<file path="src/core/sfb_pkg.sv">
/*
  shared constants and carriers for the status flags and bank select block.
  assumes one 50 MHz clock and a core that drives operations on that clock.
*/
package sfb_pkg;
  // register indices; byte address is four times the index
  localparam logic [8:0] IDX_STATUS = 9'h003;
  localparam logic [8:0] IDX_LATCH  = 9'h00a;
  localparam int unsigned MIRROR_W  = 7;

  localparam logic [7:0] RST_STATUS = 8'h18;
  localparam logic [4:0] RST_LATCH  = 5'h00;
  localparam logic [1:0] RESP_OKAY  = 2'h0;

  localparam int unsigned BIT_IBS = 7;
  localparam int unsigned BIT_DBH = 6;
  localparam int unsigned BIT_DBL = 5;
  localparam int unsigned BIT_WDX = 4;
  localparam int unsigned BIT_SLP = 3;
  localparam int unsigned BIT_Z   = 2;
  localparam int unsigned BIT_NC  = 1;
  localparam int unsigned BIT_C   = 0;

  typedef enum logic [3:0] {
    NO_INSTR                = 4'h0,
    ADD_INSTR               = 4'h1,
    SUB_INSTR               = 4'h2,
    AND_INSTR               = 4'h3,
    IOR_INSTR               = 4'h4,
    XOR_INSTR               = 4'h5,
    CLEAR_FILE_INSTR        = 4'h6,
    ROTATE_LEFT_INSTR       = 4'h7,
    ROTATE_RIGHT_INSTR      = 4'h8,
    BIT_SET_INSTR           = 4'h9,
    BIT_CLEAR_INSTR         = 4'ha,
    NIBBLE_SWAP_INSTR       = 4'hb,
    MOVE_FROM_WORKING_INSTR = 4'hc,
    WATCHDOG_KICK_INSTR     = 4'hd,
    SLEEP_INSTR             = 4'he
  } sfb_op_kind_t;

  typedef struct packed {
    logic         valid;
    sfb_op_kind_t kind;
    logic         dest_status;
    logic [2:0]   bit_sel;
    logic [7:0]   file_val;
    logic [7:0]   work_val;
  } sfb_op_t;
endpackage

</file>
<file path="src/core/sfb_status_bank.sv">
/*
  status flags, bank select, pc upper holding latch and axi4-lite access.
  assumes the core presents one operation per clock on op_i, synchronous.
*/
// Our own choices: the AXI4-Lite register port and the address map.
`timescale 1ns/10ps

// Notes on behaviour
// - status as destination of a flag-setting op: flags come from the op
// - watchdog expiry and sleep entry flags ignore all writes
// - clear-file on status zeroes bits 7:5, sets result-null, rest kept
// - direct bank bits pick one of four 128-byte banks
// - indirect bank bit picks banks 2-3 when one, banks 0-1 when zero
// - sleep flag set by power-up and kick; cleared by sleep
// - result-null flag follows whether the result is zero on add, subtract, and, or, xor and clear-file
// - nibble carry reflects carry out of bit 3 on add and subtract
// - msb carry reflects carry out of bit 7 on add and subtract
// - subtract adds the two's complement, so carries mean no borrow
// - rotates load msb carry with the bit shifted out
// - holding latch is copied into the pc upper bits on a pc load
// - status and holding latch decode the same in every bank
// - unimplemented locations read zero
module sfb_status_bank (
  input  wire  logic                 aclk,
  input  wire  logic                 aresetn,
  input  wire  logic [10:0]          s_axi_awaddr,
  input  wire  logic [2:0]           s_axi_awprot,
  input  wire  logic                 s_axi_awvalid,
  output logic                       s_axi_awready,
  input  wire  logic [31:0]          s_axi_wdata,
  input  wire  logic [3:0]           s_axi_wstrb,
  input  wire  logic                 s_axi_wvalid,
  output logic                       s_axi_wready,
  output logic [1:0]                 s_axi_bresp,
  output logic                       s_axi_bvalid,
  input  wire  logic                 s_axi_bready,
  input  wire  logic [10:0]          s_axi_araddr,
  input  wire  logic [2:0]           s_axi_arprot,
  input  wire  logic                 s_axi_arvalid,
  output logic                       s_axi_arready,
  output logic [31:0]                s_axi_rdata,
  output logic [1:0]                 s_axi_rresp,
  output logic                       s_axi_rvalid,
  input  wire  logic                 s_axi_rready,
  input  wire  sfb_pkg::sfb_op_t     op_i,
  input  wire  logic                 wdt_timeout,
  input  wire  logic                 other_reset,
  input  wire  logic                 pc_load,
  input  wire  logic [7:0]           pc_low,
  input  wire  logic [6:0]           direct_offset,
  input  wire  logic [7:0]           indirect_ptr,
  output logic [7:0]                 status_o,
  output logic [7:0]                 result_o,
  output logic [8:0]                 direct_addr_o,
  output logic [8:0]                 indirect_addr_o,
  output logic [12:0]                pc_o
);
  import sfb_pkg::*;

  logic [7:0]  status_q, status_d, result_q, result_d;
  logic [4:0]  latch_q;
  logic [12:0] pc_q;
  logic [8:0]  dir_q, ind_q;
  logic        awready_q, wready_q, aw_held_q, w_held_q, bvalid_q;
  logic        arready_q, rvalid_q;
  logic [8:0]  awidx_q;
  logic [7:0]  wbyte_q;
  logic        wlane_q;
  logic [31:0] rdata_q;
  logic        aw_fire, w_fire, b_fire, ar_fire, r_fire, wr_go;
  logic        wr_status, wr_latch;
  logic [7:0]  wr_merged, src_a, res;
  logic [8:0]  sum9;
  logic [4:0]  sum5;
  logic        aff_z, aff_c, aff_nc, puts_res;

  //////////////////////////////////////////////////////////////////////////
  // axi4-lite write path: address and data may arrive in either order

  assign aw_fire = s_axi_awvalid & awready_q;
  assign w_fire  = s_axi_wvalid & wready_q;
  assign b_fire  = bvalid_q & s_axi_bready;
  assign wr_go   = aw_held_q & w_held_q & ~bvalid_q;
  // only the low byte lane carries data; upper bits of each word read zero
  assign wr_status = wr_go & wlane_q & (awidx_q[MIRROR_W-1:0] == IDX_STATUS[MIRROR_W-1:0]);
  assign wr_latch  = wr_go & wlane_q & (awidx_q[MIRROR_W-1:0] == IDX_LATCH[MIRROR_W-1:0]);

  always_ff @(posedge aclk) begin
    if (!aresetn) begin
      awready_q <= 1'b1;
      aw_held_q <= 1'b0;
      awidx_q   <= 9'h000;
    end else if (aw_fire) begin
      awready_q <= 1'b0;
      aw_held_q <= 1'b1;
      awidx_q   <= s_axi_awaddr[10:2];
    end else if (wr_go) begin
      aw_held_q <= 1'b0;
    end else if (b_fire) begin
      awready_q <= 1'b1;
    end
  end

  always_ff @(posedge aclk) begin
    if (!aresetn) begin
      wready_q <= 1'b1;
      w_held_q <= 1'b0;
      wbyte_q  <= 8'h00;
      wlane_q  <= 1'b0;
    end else if (w_fire) begin
      wready_q <= 1'b0;
      w_held_q <= 1'b1;
      wbyte_q  <= s_axi_wdata[7:0];
      wlane_q  <= s_axi_wstrb[0];
    end else if (wr_go) begin
      w_held_q <= 1'b0;
    end else if (b_fire) begin
      wready_q <= 1'b1;
    end
  end

  always_ff @(posedge aclk) begin
    if (!aresetn) begin
      bvalid_q <= 1'b0;
    end else if (wr_go) begin
      bvalid_q <= 1'b1;
    end else if (b_fire) begin
      bvalid_q <= 1'b0;
    end
  end

  //////////////////////////////////////////////////////////////////////////
  // axi4-lite read path; bank bits of the index are ignored for mirrors

  assign ar_fire = s_axi_arvalid & arready_q;
  assign r_fire  = rvalid_q & s_axi_rready;

  always_ff @(posedge aclk) begin
    if (!aresetn) begin
      arready_q <= 1'b1;
      rvalid_q  <= 1'b0;
      rdata_q   <= 32'h0000_0000;
    end else if (ar_fire) begin
      arready_q <= 1'b0;
      rvalid_q  <= 1'b1;
      unique case (s_axi_araddr[MIRROR_W+1:2])
        IDX_STATUS[MIRROR_W-1:0]: rdata_q <= {24'h00_0000, status_q};
        IDX_LATCH[MIRROR_W-1:0]:  rdata_q <= {27'h000_0000, latch_q};
        default:                  rdata_q <= 32'h0000_0000;
      endcase
    end else if (r_fire) begin
      arready_q <= 1'b1;
      rvalid_q  <= 1'b0;
    end
  end

  //////////////////////////////////////////////////////////////////////////
  // operation datapath and status update

  always_comb begin
    wr_merged = status_q;
    if (wr_status) begin
      wr_merged[7:5] = wbyte_q[7:5];
      wr_merged[2:0] = wbyte_q[2:0];
    end
    // a status destination reads the value that includes a same-cycle bus write
    src_a = op_i.dest_status ? wr_merged : op_i.file_val;
    sum9  = 9'h000;
    sum5  = 5'h00;
    res   = src_a;
    aff_z = 1'b0;
    aff_c = 1'b0;
    aff_nc = 1'b0;
    puts_res = op_i.valid;
    unique case (op_i.kind)
      ADD_INSTR: begin
        sum9 = {1'b0, src_a} + {1'b0, op_i.work_val};
        sum5 = {1'b0, src_a[3:0]} + {1'b0, op_i.work_val[3:0]};
        res = sum9[7:0];
        {aff_z, aff_nc, aff_c} = 3'h7;
      end
      SUB_INSTR: begin
        sum9 = {1'b0, src_a} + {1'b0, ~op_i.work_val} + 9'h001;
        sum5 = {1'b0, src_a[3:0]} + {1'b0, ~op_i.work_val[3:0]} + 5'h01;
        res = sum9[7:0];
        {aff_z, aff_nc, aff_c} = 3'h7;
      end
      AND_INSTR: begin
        res = src_a & op_i.work_val;
        aff_z = 1'b1;
      end
      IOR_INSTR: begin
        res = src_a | op_i.work_val;
        aff_z = 1'b1;
      end
      XOR_INSTR: begin
        res = src_a ^ op_i.work_val;
        aff_z = 1'b1;
      end
      CLEAR_FILE_INSTR: begin
        res = 8'h00;
        aff_z = 1'b1;
      end
      ROTATE_LEFT_INSTR: begin
        res = {src_a[6:0], wr_merged[BIT_C]};
        sum9[8] = src_a[7];
        aff_c = 1'b1;
      end
      ROTATE_RIGHT_INSTR: begin
        res = {wr_merged[BIT_C], src_a[7:1]};
        sum9[8] = src_a[0];
        aff_c = 1'b1;
      end
      BIT_SET_INSTR:           res[op_i.bit_sel] = 1'b1;
      BIT_CLEAR_INSTR:         res[op_i.bit_sel] = 1'b0;
      NIBBLE_SWAP_INSTR:       res = {src_a[3:0], src_a[7:4]};
      MOVE_FROM_WORKING_INSTR: res = op_i.work_val;
      default:                 puts_res = 1'b0;
    endcase

    status_d = wr_merged;
    if (puts_res && op_i.dest_status) begin
      status_d[7:5] = res[7:5];
      // any flag-setting op locks all three flags against the written value
      if (!(aff_z | aff_nc | aff_c)) status_d[2:0] = res[2:0];
    end
    if (op_i.valid && aff_z) status_d[BIT_Z] = (res == 8'h00);
    if (op_i.valid && aff_nc) status_d[BIT_NC] = sum5[4];
    if (op_i.valid && aff_c) status_d[BIT_C] = sum9[8];
    if (wdt_timeout) status_d[BIT_WDX] = 1'b0;
    // a kick or sleep in the same cycle as a time-out wins the set
    if (op_i.valid && op_i.kind == WATCHDOG_KICK_INSTR) begin
      status_d[BIT_WDX] = 1'b1;
      status_d[BIT_SLP] = 1'b1;
    end
    if (op_i.valid && op_i.kind == SLEEP_INSTR) begin
      status_d[BIT_WDX] = 1'b1;
      status_d[BIT_SLP] = 1'b0;
    end
    if (other_reset) status_d[7:5] = 3'h0;
    result_d = puts_res ? res : result_q;
  end

  always_ff @(posedge aclk) begin
    if (!aresetn) begin
      status_q <= RST_STATUS;
      result_q <= 8'h00;
    end else begin
      status_q <= status_d;
      result_q <= result_d;
    end
  end

  //////////////////////////////////////////////////////////////////////////
  // bank addressing and pc upper latch

  always_ff @(posedge aclk) begin
    if (!aresetn) begin
      dir_q <= 9'h000;
      ind_q <= 9'h000;
    end else begin
      dir_q <= {status_q[BIT_DBH], status_q[BIT_DBL], direct_offset};
      ind_q <= {status_q[BIT_IBS], indirect_ptr};
    end
  end

  always_ff @(posedge aclk) begin
    if (!aresetn) begin
      latch_q <= RST_LATCH;
    end else if (wr_latch) begin
      latch_q <= wbyte_q[4:0];
    end
  end

  always_ff @(posedge aclk) begin
    if (!aresetn) begin
      pc_q <= 13'h0000;
    end else if (pc_load) begin
      pc_q <= {latch_q, pc_low};
    end
  end

  assign s_axi_awready   = awready_q;
  assign s_axi_wready    = wready_q;
  assign s_axi_bvalid    = bvalid_q;
  assign s_axi_bresp     = RESP_OKAY;
  assign s_axi_arready   = arready_q;
  assign s_axi_rvalid    = rvalid_q;
  assign s_axi_rdata     = rdata_q;
  assign s_axi_rresp     = RESP_OKAY;
  assign status_o        = status_q;
  assign result_o        = result_q;
  assign direct_addr_o   = dir_q;
  assign indirect_addr_o = ind_q;
  assign pc_o            = pc_q;

  logic quiet;
  assign quiet = ~wdt_timeout & ~other_reset & ~wr_status;
endmodule // sfb_status_bank

</file>
<file path="config.mk">
export PLATFORM = sky130hd
export DESIGN_NAME = sfb_status_bank
export DESIGN_NICKNAME = d
export VERILOG_FILES = /design/src/core/sfb_pkg.sv /design/src/core/sfb_status_bank.sv
export SDC_FILE = /design/constraint.sdc
export NUM_CORES = 1
export LEC_CHECK = 0
export BUFFER_PORTS_ARGS = -buffer_cell sky130_fd_sc_hd__buf_2
export CAP_MARGIN = 20
export CORE_MARGIN = 1.5
export CORE_UTILIZATION = 50
export DETAILED_ROUTE_END_ITERATION = 10
export GPL_TIMING_DRIVEN = 0
export HOLD_SLACK_MARGIN = 0.08
export PLACE_DENSITY_LB_ADDON = 0.08
export SYNTH_ARGS = -nofsm -noshare
export SYNTH_HDL_FRONTEND = slang
export SYNTH_SLANG_ARGS = --single-unit
</file>
<file path="constraint.sdc">
create_clock -name aclk -period 6.1 [get_ports aclk]
set_clock_uncertainty 0.15 [all_clocks]
set_input_delay 1.22 -clock aclk [delete_from_list [all_inputs] [get_ports aclk]]
set_output_delay 1.22 -clock aclk [all_outputs]
set_load 0.02 [all_outputs]
</file>
Word level (Yosys, flattened, before mapping)
Cells that the tools add are included.
{ "op_classes": {"n_reduce_logical": 23, "n_lt_le_gt_ge": 2, "bitwise_logic": 22, "mux": 34, "n_addsub": 6, "eq_ne": 20} }
{ "ops": {"columns": ["operator", "n"], "rows": [
  ["$pmux W8 S12", 1],
  ["$eq A4 B4 Y1 const B", 7],
  ["$mux W1", 23],
  ["$add A8 B8 Y9", 2],
  ["$and A8 B8 Y8", 2],
  ["$eq A4 B3 Y1 const B", 4],
  ["$not A8 Y8", 2],
  ["$or A8 B8 Y8", 2],
  ["$pmux W8 S2", 1],
  ["$mux W3", 5],
  ["$eq A7 B2 Y1 const B", 2],
  ["$eq A7 B4 Y1 const B", 2],
  ["$reduce_bool A2 Y1", 7],
  ["$reduce_or A12 Y1", 1],
  ["$add A4 B4 Y5", 2],
  ["$and A1 B1 Y1", 10],
  ["$pmux W5 S2", 1],
  ["$add A9 B1 Y9 const B", 1],
  ["$eq A4 B2 Y1 const B", 2],
  ["$logic_not A8 Y1", 1],
  ["$mux W8", 1],
  ["$xor A8 B8 Y8", 1],
  ["$logic_and A1 B1 Y1", 7],
  ["$reduce_or A6 Y1", 1],
  ["14 further kinds", 19]
]} }
{ "totals": {"output_inout_bits": 88, "regBits": 107, "word_cells": 127} }

Longest topological paths before layout
Gate-level depths: netlist (run 1).
{ "depth": {"word_depth": 12, "depth_mapped": 17, "ltp_nobuf": 15} }

Worst setup path after synthesis (run 1)
No wires, ideal clock.
{ "synth_timing": {"path_kind": "register to register", "from": "register bvalid_q (netlist: s_axi_bvalid)", "to": "register status_q[2] (netlist: status_o[2])", "arrival_ns": 4.507, "setup_slack_ns": 1.356, "stages_incl_launch_ff": 17, "path_buffers": 1, "t_required_ns": 5.863, "setup_time_ns": 0.087, "path_cell_list": "dfxtp_1 nand4b_2 nor4_4 mux2_2 mux2i_1 inv_1 ha_1 clkbuf_1 nand2b_1 a211oi_1 mux2i_1 a211o_1 a2111oi_4 o21a_1 a21oi_1 or4b_1 o31ai_1"} }
{ "synth_via": {"elab_chain_len": 12, "elab_cells_between_ends": 20, "classes_between": "add/sub: 3; mux: 7; bitwise: 9; reduce/logical: 1"} }
{ "synth_rtl": {"columns": ["item", "line", "rtl"], "rows": [
  ["start, declared", "sfb_status_bank.sv:64", "logic awready_q, wready_q, aw_held_q, w_held_q, bvalid_q;"],
  ["start signal, assigned", "sfb_status_bank.sv:124", "bvalid_q <= 1'b0;"],
  ["start signal, assigned", "sfb_status_bank.sv:126", "bvalid_q <= 1'b1;"],
  ["start signal, assigned", "sfb_status_bank.sv:128", "bvalid_q <= 1'b0;"],
  ["$not A1 Y1 (*)", "sfb_status_bank.sv:83", "assign wr_go = aw_held_q & w_held_q & ~bvalid_q;"],
  ["$and A1 B1 Y1 (*)", "sfb_status_bank.sv:83", null],
  ["$and A1 B1 Y1 (*) (2 in a row)", "sfb_status_bank.sv:85", "assign wr_status = wr_go & wlane_q & (awidx_q[MIRROR_W-1:0] == IDX_STATUS[MIRROR_W-1:0]);"],
  ["$mux W3", "sfb_status_bank.sv:162", "if (wr_status) begin"],
  ["$mux W8", "sfb_status_bank.sv:167", "src_a = op_i.dest_status ? wr_merged : op_i.file_val;"],
  ["$add A8 B8 Y9", "sfb_status_bank.sv:183", "sum9 = {1'b0, src_a} + {1'b0, ~op_i.work_val} + 9'h001;"],
  ["$add A9 B1 Y9", "sfb_status_bank.sv:183", null],
  ["$pmux W8 S12", "sfb_status_bank.sv:175", "unique case (op_i.kind)"],
  ["$mux W3", "sfb_status_bank.sv:225", "if (!(aff_z | aff_nc | aff_c)) status_d[2:0] = res[2:0];"],
  ["$mux W3", "sfb_status_bank.sv:222", "if (puts_res && op_i.dest_status) begin"],
  ["$mux W1 (*)", "sfb_status_bank.sv:227", "if (op_i.valid && aff_z) status_d[BIT_Z] = (res == 8'h00);"],
  ["end signal, assigned", "sfb_status_bank.sv:249", "status_q <= status_d;"],
  ["end, declared", "sfb_status_bank.sv:60", "logic [7:0] status_q, status_d, result_q, result_d;"]
]} }
Every way passes the cells marked *; elsewhere a longest branch is shown, timed or not.
A chain may end at the register's enable or synchronous reset.

Final worst setup path (run 1)
Ends and elaborated chain as after synthesis.

==> out/qor.json, run 1 <==
{
  "rsz0062_at_grt": "no",
  "grt_start_max_net_pins": 17,
  "start_util": 0.517,
  "total_core_area_um2": 10400,
  "utilization": 0.627,
  "post_drt_via_cell_ratio": 5.81,
  "routed_wl_um": 18000,
  "yosysTopAreaCellShare": 0.310,
  "critical-path-slowest-cell": "nor4_4",
  "grt_antenna_before_repair": 0,
  "placed_cell_area_um2": 6320,
  "min_period_over_period": 0.906,
  "critical-path-top-delay-family": "simple AND/OR/NAND/NOR gates",
  "num_io_pins": 210,
  "synthDistinctLibCells": 69,
  "hold-path-cell-count": 2,
  "synthesis.area_per_instance_um2": 7.82,
  "tritoncts_buffers": 9,
  "power_density_normalized_to_cell_area_nw_per_um2": 208,
  "synth_enable_flop_cells": 0,
  "areaGrowthSynthToFinish_pct": 21.3,
  "drtIter0Drc": 673,
  "cells_taking_the_most_area_after_synthesis": "dfxtp_1, a21oi_1, mux2i_1",
  "finalHoldViolations": 0,
  "n_antenna_cell": 0,
  "place_worst_setup_slack_ns": 0.397,
  "reg2reg_depth": 16,
  "cts.htree.levels": 3,
  "cts_sinks": 83,
  "synth_common_cells": "dfxtp_1, a21oi_1, nand2_1, nor2_1, o21ai_0",
  "crit_type": "reg -> reg",
  "crit-reg2reg-capture": "status_o[2]$_SDFF_PN0_",
  "syn_inst": 686,
  "holdBufCountCts": 0,
  "clk_root_buffer_cell": "clkbuf_8",
  "globalRoute.totalOverflow": 0,
  "cp_slowest_stage_delay_ns": 0.61,
  "tritoncts": "done",
  "max-clock-path-buffers": 2,
  "min-delay-path-class": "reg -> reg",
  "timing.rr.start": "s_axi_bvalid$_SDFFE_PN0P_",
  "grt_pass1_vias": 5378,
  "number_of_buffers_inserted_to_repair_setup_after_cts": 0,
  "synth_area_um2": 5360,
  "clock_latency_ns": 0.36,
  "arrival_time_of_data_at_the_critical_path_endpoint_ns": 5.64,
  "num_vias": 5814,
  "hold_path_startpoint": "awidx_q[5]$_SDFFE_PN0P_",
  "ys_seq_elements": 83,
  "status": "finished, final reports clean",
  "ys_async_sr_fraction": 0,
  "min_period_ns": 5.53,
  "r2r_setup_slk_ns": 0.57,
  "worst_setup_hold_path_clk_slew_ns": 0.09,
  "setup_tns_ns": 0,
  "ys_dominant_reg_cell": "dfxtp_1",
  "chipWidth_um": 107,
  "placementRows": 37,
  "timing.critical_path.fanout_max": 8,
  "achievable-frequency_ghz": 0.181,
  "first_pass_grt_wire_length_um": 28000,
  "post-route-cell-area_um2": 6500,
  "whs_ns": 0.310,
  "whs_endpoint": "awidx_q[5]$_SDFFE_PN0P_",
  "filler_cell_count": 950,
  "synth_top_cell_by_area": "dfxtp_1",
  "drv.max_cap_violation_count": 0,
  "worstPathRequired_ns": 6.22,
  "finalWorstSetupSlack_ns": 0.574,
  "share_of_final_layout_standard_cells_stronger_than_drive_strength_1": 0.236,
  "cts-resized-gates": 0,
  "worst_slew_margin": 0.315,
  "max_rail_drop_vdd_mv": 0.112,
  "final_max_slew_viol_count": 0,
  "yosysSeqAreaShare": 0.310,
  "worst_setup_path_start_kind": "flip-flop",
  "synth.yosys.warnings": 0,
  "dp_hpwl_um": 14200,
  "die_y_um": 107,
  "die_area_um2": 11400,
  "drt-pass1-iter-count": 6,
  "num-nets-final": 999,
  "antenna_violating_nets_post_route": 0,
  "place.port_buffers": 136,
  "routability_congestion_estimate": 0.981,
  "routed_wire_length_per_instance_um": 18.0,
  "critical_path.n_buffers_inverters": 2,
  "cp_cell_instances": "nand4b_2 > nor4_4 > mux2_2 > mux2i_1 > inv_1 > ha_1 > clkbuf_1 > nand2b_1 > a211oi_1 > mux2i_1 > a211o_1 > a2111oi_4 > o21a_1 > a21oi_1 > or4b_1 > o31ai_1",
  "crit_top_cell": "mux2i_1",
  "setup_viol": 0,
  "worst_slew_pin_slew_ns": 1.02,
  "critPathCaptureType": "flip-flop",
  "post-synth-top-count-cell": "dfxtp_1",
  "grt_usage": 0.316,
  "p_leak_nw": 2.98,
  "drc_errors": 0
}
==> cell families (layout without fill, tap and decap cells) <==
family | after synthesis | count (layout) | share of synthesized area
simple gates | 241 | 241 | 0.228
mux | 30 | 30 | 0.0564
flops | 83 | 83 | 0.310
fa+ha+maj | 17 | 17 | 0.0425
compound gates | 210 | 210 | 0.262
other cells | 1 | 28 | 0.000699
xor+xnor | 4 | 4 | 0.00653
buf+inv | 100 | 252 | 0.0942
==> worst reg2reg max path: cells and delay by family (launching register included) <==
family | cells | cell delay, ns
compound gates | 6 | 1.57
fa+ha+maj | 1 | 0.32
buf+inv | 2 | 0.45
flops | 1 | 0.37
mux | 3 | 0.93
simple gates | 4 | 1.64
==> layout make-up <==
cell class                 count  area [um2]  area share
inverter                      30         113      0.0173
clock buffer                   9         124      0.0190
timing repair buffer         136         681       0.105
buffer                        70         393      0.0604
multi-input combinational    530        3300       0.508
sequential                    83        1660       0.255
clock inverter                 7        57.6     0.00885
tap                          136         170      0.0262
==> per-layer routing <==
layer  GRT usage  wire, um  up-vias
li1            -         -     2750
met1       0.409      7460     2700
met2       0.529      8560      314
met3      0.0444      1390       50
met4       0.129       606        0
met5           0         0        -
==> through the flow <==
step | power (mW) | cells
finish | 1.35 | 1001
CTS | 1.35 | 1001
global route | 1.42 | 1001
floorplan | 0.859 | 713
global placement | 0.977 | 985
detailed placement | 0.983 | 985
==> registers in the layout, indices dropped and copies added (netlist names) <==
signal,flops
pc_o,13
s_axi_bvalid,1
wlane_q,1
s_axi_rdata,8
s_axi_rvalid,1
result_o,8
s_axi_arready,1
direct_addr_o,9
indirect_addr_o,9
status_o,8
latch_q,5
wbyte_q,8
s_axi_awready,1
aw_held_q,1
s_axi_wready,1
awidx_q,7
w_held_q,1
==> where the power goes <==
part	total [mW]	leakage, nW	switching, mW	internal (mW)
combinational	0.394	2.21	0.248	0.146
clock	0.373	0.0886	0.219	0.154
sequential	0.586	0.682	0.0173	0.568
==> placed cells by master (no fill, tap or decap), types with 14 or more instances in the layout <==
cell | synthesis | final
inv_1 | 26 | 26
nor3_1 | 16 | 16
mux2i_1 | 28 | 28
buf_4 | 29 | 29
dfxtp_1 | 83 | 83
a211oi_1 | 15 | 15
conb_1 | 1 | 28
nor2b_1 | 16 | 16
clkbuf_1 | 27 | 27
nand2_1 | 66 | 66
nor2_1 | 57 | 57
nand2b_1 | 15 | 15
buf_2 | 8 | 144
and2_1 | 23 | 23
a21oi_1 | 68 | 68
nand3_1 | 14 | 14
o21ai_0 | 36 | 36
ha_1 | 15 | 15
==> worst max-delay path by stage <==
stage / startpoint / end / cells after the start
detailed placement: op_i[19] / status_o[2]$_SDFF_PN0_ / 16
CTS: s_axi_bvalid$_SDFFE_PN0P_ / status_o[2]$_SDFF_PN0_ / 16
finish: s_axi_bvalid$_SDFFE_PN0P_ / status_o[2]$_SDFF_PN0_ / 16
floorplan: s_axi_bvalid$_SDFFE_PN0P_ / status_o[2]$_SDFF_PN0_ / 16
global route: s_axi_bvalid$_SDFFE_PN0P_ / status_o[2]$_SDFF_PN0_ / 16
global placement: op_i[19] / status_o[2]$_SDFF_PN0_ / 16
Note: power is estimated with default switching activity, not from simulation.
==> run 2: changes to the inputs <==
--- a/config.mk
+++ b/config.mk
@@ -7,6 +7,7 @@
 export LEC_CHECK = 0
 export BUFFER_PORTS_ARGS = -buffer_cell sky130_fd_sc_hd__buf_2
 export CAP_MARGIN = 20
+export CORE_ASPECT_RATIO = 1.2
 export CORE_MARGIN = 1.5
 export CORE_UTILIZATION = 50
 export DETAILED_ROUTE_END_ITERATION = 10
==> run 2 against run 1 <==
Against the previous run:
- final area increased by 1.6%
- total power is 11% higher
- die area about the same
- final cell count shrank 0.60%
- sequential share of layout area fell by 0.40 points
- setup slack worse by 0.12 ns
- largest cell class unchanged
- clock power is 39% higher
==> out/qor.json, run 2 (synthesis results as in run 1) <==
{
  "place.port_buffers": {"value": 136, "change": "unchanged"},
  "achievable-frequency": {"value": 0.177, "unit": "GHz", "change": "was 0.181 GHz"},
  "number_of_buffers_inserted_to_repair_setup_after_cts": {"value": 0, "change": "unchanged"},
  "finalWorstSetupSlack": {"value": 0.455, "unit": "ns", "change": "was 0.574 ns"},
  "start_util": {"value": 0.513, "change": "was 0.517"},
  "first_pass_grt_wire_length": {"value": 28300, "unit": "um", "change": "was 28,000 um"},
  "grt_start_max_net_pins": {"value": 14, "change": "was 17"},
  "num-nets-final": {"value": 1000, "change": "was 999"},
  "worst_slew_pin_slew": {"value": 1.02, "unit": "ns", "change": "about the same"},
  "status": {"value": "finished, final reports clean", "change": "unchanged"},
  "cts_sinks": {"value": 83, "change": "unchanged"},
  "grt_antenna_before_repair": {"value": 0, "change": "unchanged"},
  "cp_slowest_stage_delay": {"value": 0.60, "unit": "ns", "change": "was 0.61 ns"},
  "worstPathRequired": {"value": 6.18, "unit": "ns", "change": "was 6.22 ns"},
  "cp_cell_instances": {"value": "nand4b_2 > nor4_4 > mux2_2 > mux2i_1 > inv_1 > ha_1 > clkbuf_1 > nand2b_1 > a211oi_1 > mux2i_1 > a211o_1 > a2111oi_4 > o21a_1 > a21oi_1 > or4b_1 > o31ai_1", "change": "unchanged"},
  "finish.cell_count_without_fillers": {"value": 995, "change": "was 1,001"},
  "grt_pass1_vias": {"value": 5615, "change": "was 5,378"},
  "setup_viol": {"value": 0, "change": "unchanged"},
  "clock_power_share": {"value": 0.346, "change": "was 0.276"},
  "chipWidth": {"value": 97.6, "unit": "um", "change": "was 107 um"},
  "routed_wire_length_per_instance": {"value": 18.3, "unit": "um", "change": "was 18.0 um"},
  "globalRoute.totalOverflow": {"value": 0, "change": "unchanged"},
  "antenna_violating_nets_post_route": {"value": 0, "change": "unchanged"},
  "dp_hpwl": {"value": 14400, "unit": "um", "change": "was 14,200 um"},
  "arrival_time_of_data_at_the_critical_path_endpoint": {"value": 5.73, "unit": "ns", "change": "was 5.64 ns"},
  "critical_path.n_buffers_inverters": {"value": 2, "change": "unchanged"},
  "place_worst_setup_slack": {"value": 0.306, "unit": "ns", "change": "was 0.397 ns"},
  "max-clock-path-buffers": {"value": 2, "change": "unchanged"},
  "power_density_normalized_to_cell_area": {"value": 227, "unit": "nW/um2", "change": "was 208 nW/um2"},
  "rsz0062_at_grt": {"value": "no", "change": "unchanged"},
  "total_core_area": {"value": 10500, "unit": "um2", "change": "was 10,400 um2"},
  "grt_usage": {"value": 0.316, "change": "about the same"},
  "drc_errors": {"value": 0, "change": "unchanged"},
  "drt-pass1-iter-count": {"value": 5, "change": "was 6"},
  "finalHoldViolations": {"value": 0, "change": "unchanged"},
  "timing.critical_path.fanout_max": {"value": 8, "change": "unchanged"},
  "worst_setup_hold_path_clk_slew": {"value": 0.06, "unit": "ns", "change": "was 0.09 ns"},
  "routed_wl": {"value": 18200, "unit": "um", "change": "was 18,000 um"},
  "placed_cell_area": {"value": 6320, "unit": "um2", "change": "about the same"},
  "tritoncts": {"value": "done", "change": "unchanged"},
  "n_antenna_cell": {"value": 0, "change": "unchanged"},
  "tritoncts_buffers": {"value": 9, "change": "unchanged"},
  "areaGrowthSynthToFinish": {"value": 23.2, "unit": "%", "change": "was 21.3%"},
  "mostFrequentLayoutCell": {"value": "buf_2", "change": "unchanged"},
  "min_period_over_period": {"value": 0.925, "change": "was 0.906"},
  "comb_power_share": {"value": 0.264, "change": "was 0.291"},
  "setup_tns": {"value": 0, "unit": "ns", "change": "unchanged"},
  "whs": {"value": 0.306, "unit": "ns", "change": "was 0.310 ns"},
  "min-delay-path-class": {"value": "reg -> reg", "change": "unchanged"},
  "critical-path-top-delay-family": {"value": "compound AO/OA/AOI/OAI gates", "change": "was simple AND/OR/NAND/NOR gates"},
  "drv.max_cap_violation_count": {"value": 0, "change": "unchanged"},
  "share_seq_of_total_power": {"value": 0.390, "change": "was 0.433"},
  "swShare": {"value": 0.314, "change": "was 0.358"},
  "die_y": {"value": 116, "unit": "um", "change": "was 107 um"},
  "num_io_pins": {"value": 210, "change": "unchanged"},
  "dpl.cell_count": {"value": 979, "change": "was 985"},
  "critPathCaptureType": {"value": "flip-flop", "change": "unchanged"},
  "post-route-cell-area": {"value": 6610, "unit": "um2", "change": "was 6500 um2"},
  "holdBufCountCts": {"value": 0, "change": "unchanged"},
  "crit_type": {"value": "reg -> reg", "change": "unchanged"},
  "clock_latency": {"value": 0.33, "unit": "ns", "change": "was 0.36 ns"},
  "final_max_slew_viol_count": {"value": 0, "change": "unchanged"},
  "share_of_final_layout_standard_cells_stronger_than_drive_strength_1": {"value": 0.234, "change": "was 0.236"},
  "max_rail_drop_vdd": {"value": 0.113, "unit": "mV", "change": "was 0.112 mV"},
  "drtIter0Drc": {"value": 371, "change": "was 673"},
  "routability_congestion_estimate": {"value": 1.05, "change": "was 0.981"},
  "die_area": {"value": 11400, "unit": "um2", "change": "about the same"},
  "critical-path-slowest-cell": {"value": "nor4_4", "change": "unchanged"},
  "p_leak": {"value": 3.04, "unit": "nW", "change": "was 2.98 nW"},
  "cts-resized-gates": {"value": 0, "change": "unchanged"},
  "clk_root_buffer_cell": {"value": "clkbuf_16", "change": "was clkbuf_8"},
  "worst_slew_margin": {"value": 0.304, "change": "was 0.315"},
  "top_signal_layer_used": {"value": "met4", "change": "unchanged"},
  "internal_power": {"value": 1.03, "unit": "mW", "change": "was 0.868 mW"},
  "worst_setup_path_start_kind": {"value": "flip-flop", "change": "unchanged"},
  "cts.htree.levels": {"value": 3, "change": "unchanged"},
  "drt-met1-wl": {"value": 6640, "unit": "um", "change": "was 7460 um"},
  "num_vias": {"value": 5793, "change": "was 5,814"},
  "net_switching_power": {"value": 0.472, "unit": "mW", "change": "was 0.484 mW"},
  "crit_top_cell": {"value": "mux2i_1", "change": "unchanged"},
  "post_drt_via_cell_ratio": {"value": 5.82, "change": "was 5.81"},
  "met3RoutedLength": {"value": 1250, "unit": "um", "change": "was 1390 um"},
  "placementRows": {"value": 41, "change": "was 37"},
  "met2RoutedLength": {"value": 9050, "unit": "um", "change": "was 8560 um"},
  "min_period": {"value": 5.64, "unit": "ns", "change": "was 5.53 ns"},
  "largest_reg_flops": {"value": 13, "change": "unchanged"},
  "mostFrequentLayoutCells": {"value": "buf_2, dfxtp_1, a21oi_1, nand2_1, nor2_1", "change": "unchanged"}
}
-- run 2: cell types whose count changed in the layout (fill, tap and decap cells not counted), sizes merged --
cell | before | now
clkinv | 3 | 6
clkinvlp | 2 | 0
inv | 32 | 28
bufinv | 0 | 1
clkbuf | 36 | 38
buf | 179 | 180
-- run 2: routing by layer --
metal  GRT usage  vias to the layer above
met1       0.345                     2657
met2       0.575                      306
met4       0.210                        0
met5           0                        -
met3      0.0455                       72
li1            -                     2758
-- run 2: worst paths after layout --
path / startpoint / end / slack, ns / depth (start not counted)
hold / removal: awidx_q[1]$_SDFFE_PN0P_ / awidx_q[1]$_SDFFE_PN0P_ / 0.31 / 2
setup / recovery: s_axi_bvalid$_SDFFE_PN0P_ / status_o[2]$_SDFF_PN0_ / 0.46 / 16
setup reg to reg: s_axi_bvalid$_SDFFE_PN0P_ / status_o[2]$_SDFF_PN0_ / 0.46 / 16
hold reg to reg: awidx_q[1]$_SDFFE_PN0P_ / awidx_q[1]$_SDFFE_PN0P_ / 0.31 / 2
-- run 2: area by class of cell --
| cell class | count | area [um2] |
|---|---|---|
| fillers | 923 | 3860 |
| plain buffers | 70 | 393 |
| inverters | 30 | 113 |
| multi-input cells | 530 | 3300 |
| well taps | 129 | 161 |
| clock inverters | 5 | 53.8 |
| clock buffers | 11 | 233 |
| flip-flops and latches | 83 | 1660 |
| repair buffers | 137 | 688 |
-- run 2: power by group through the flow --
stage	Combinational [mW]	Sequential, mW	Clock, mW
4_1_cts	0.389	0.586	0.525
2_1_floorplan	0.241	0.618	0
3_5_place_dp	0.387	0.598	0
6_report	0.397	0.586	0.520
5_1_grt	0.431	0.589	0.549
3_3_place_gp	0.381	0.596	0
-- run 2: worst register-to-register path: stages, from the launching register on --
cell       delay, ns
dfxtp_1         0.37
nand4b_2        0.33
nor4_4          0.60
mux2_2          0.42
mux2i_1         0.29
inv_1           0.25
ha_1            0.32
clkbuf_1        0.19
nand2b_1        0.22
a211oi_1        0.50
mux2i_1         0.20
a211o_1         0.29
a2111oi_4       0.42
o21a_1          0.16
a21oi_1         0.06
or4b_1          0.48
o31ai_1         0.29
-- run 2: per-stage QoR --
step,power (mW),util
after floorplan,0.859,-
after global placement,0.978,0.603
after detailed placement,0.985,0.604
after CTS,1.50,0.631
after global routing,1.57,0.631
final,1.50,0.631
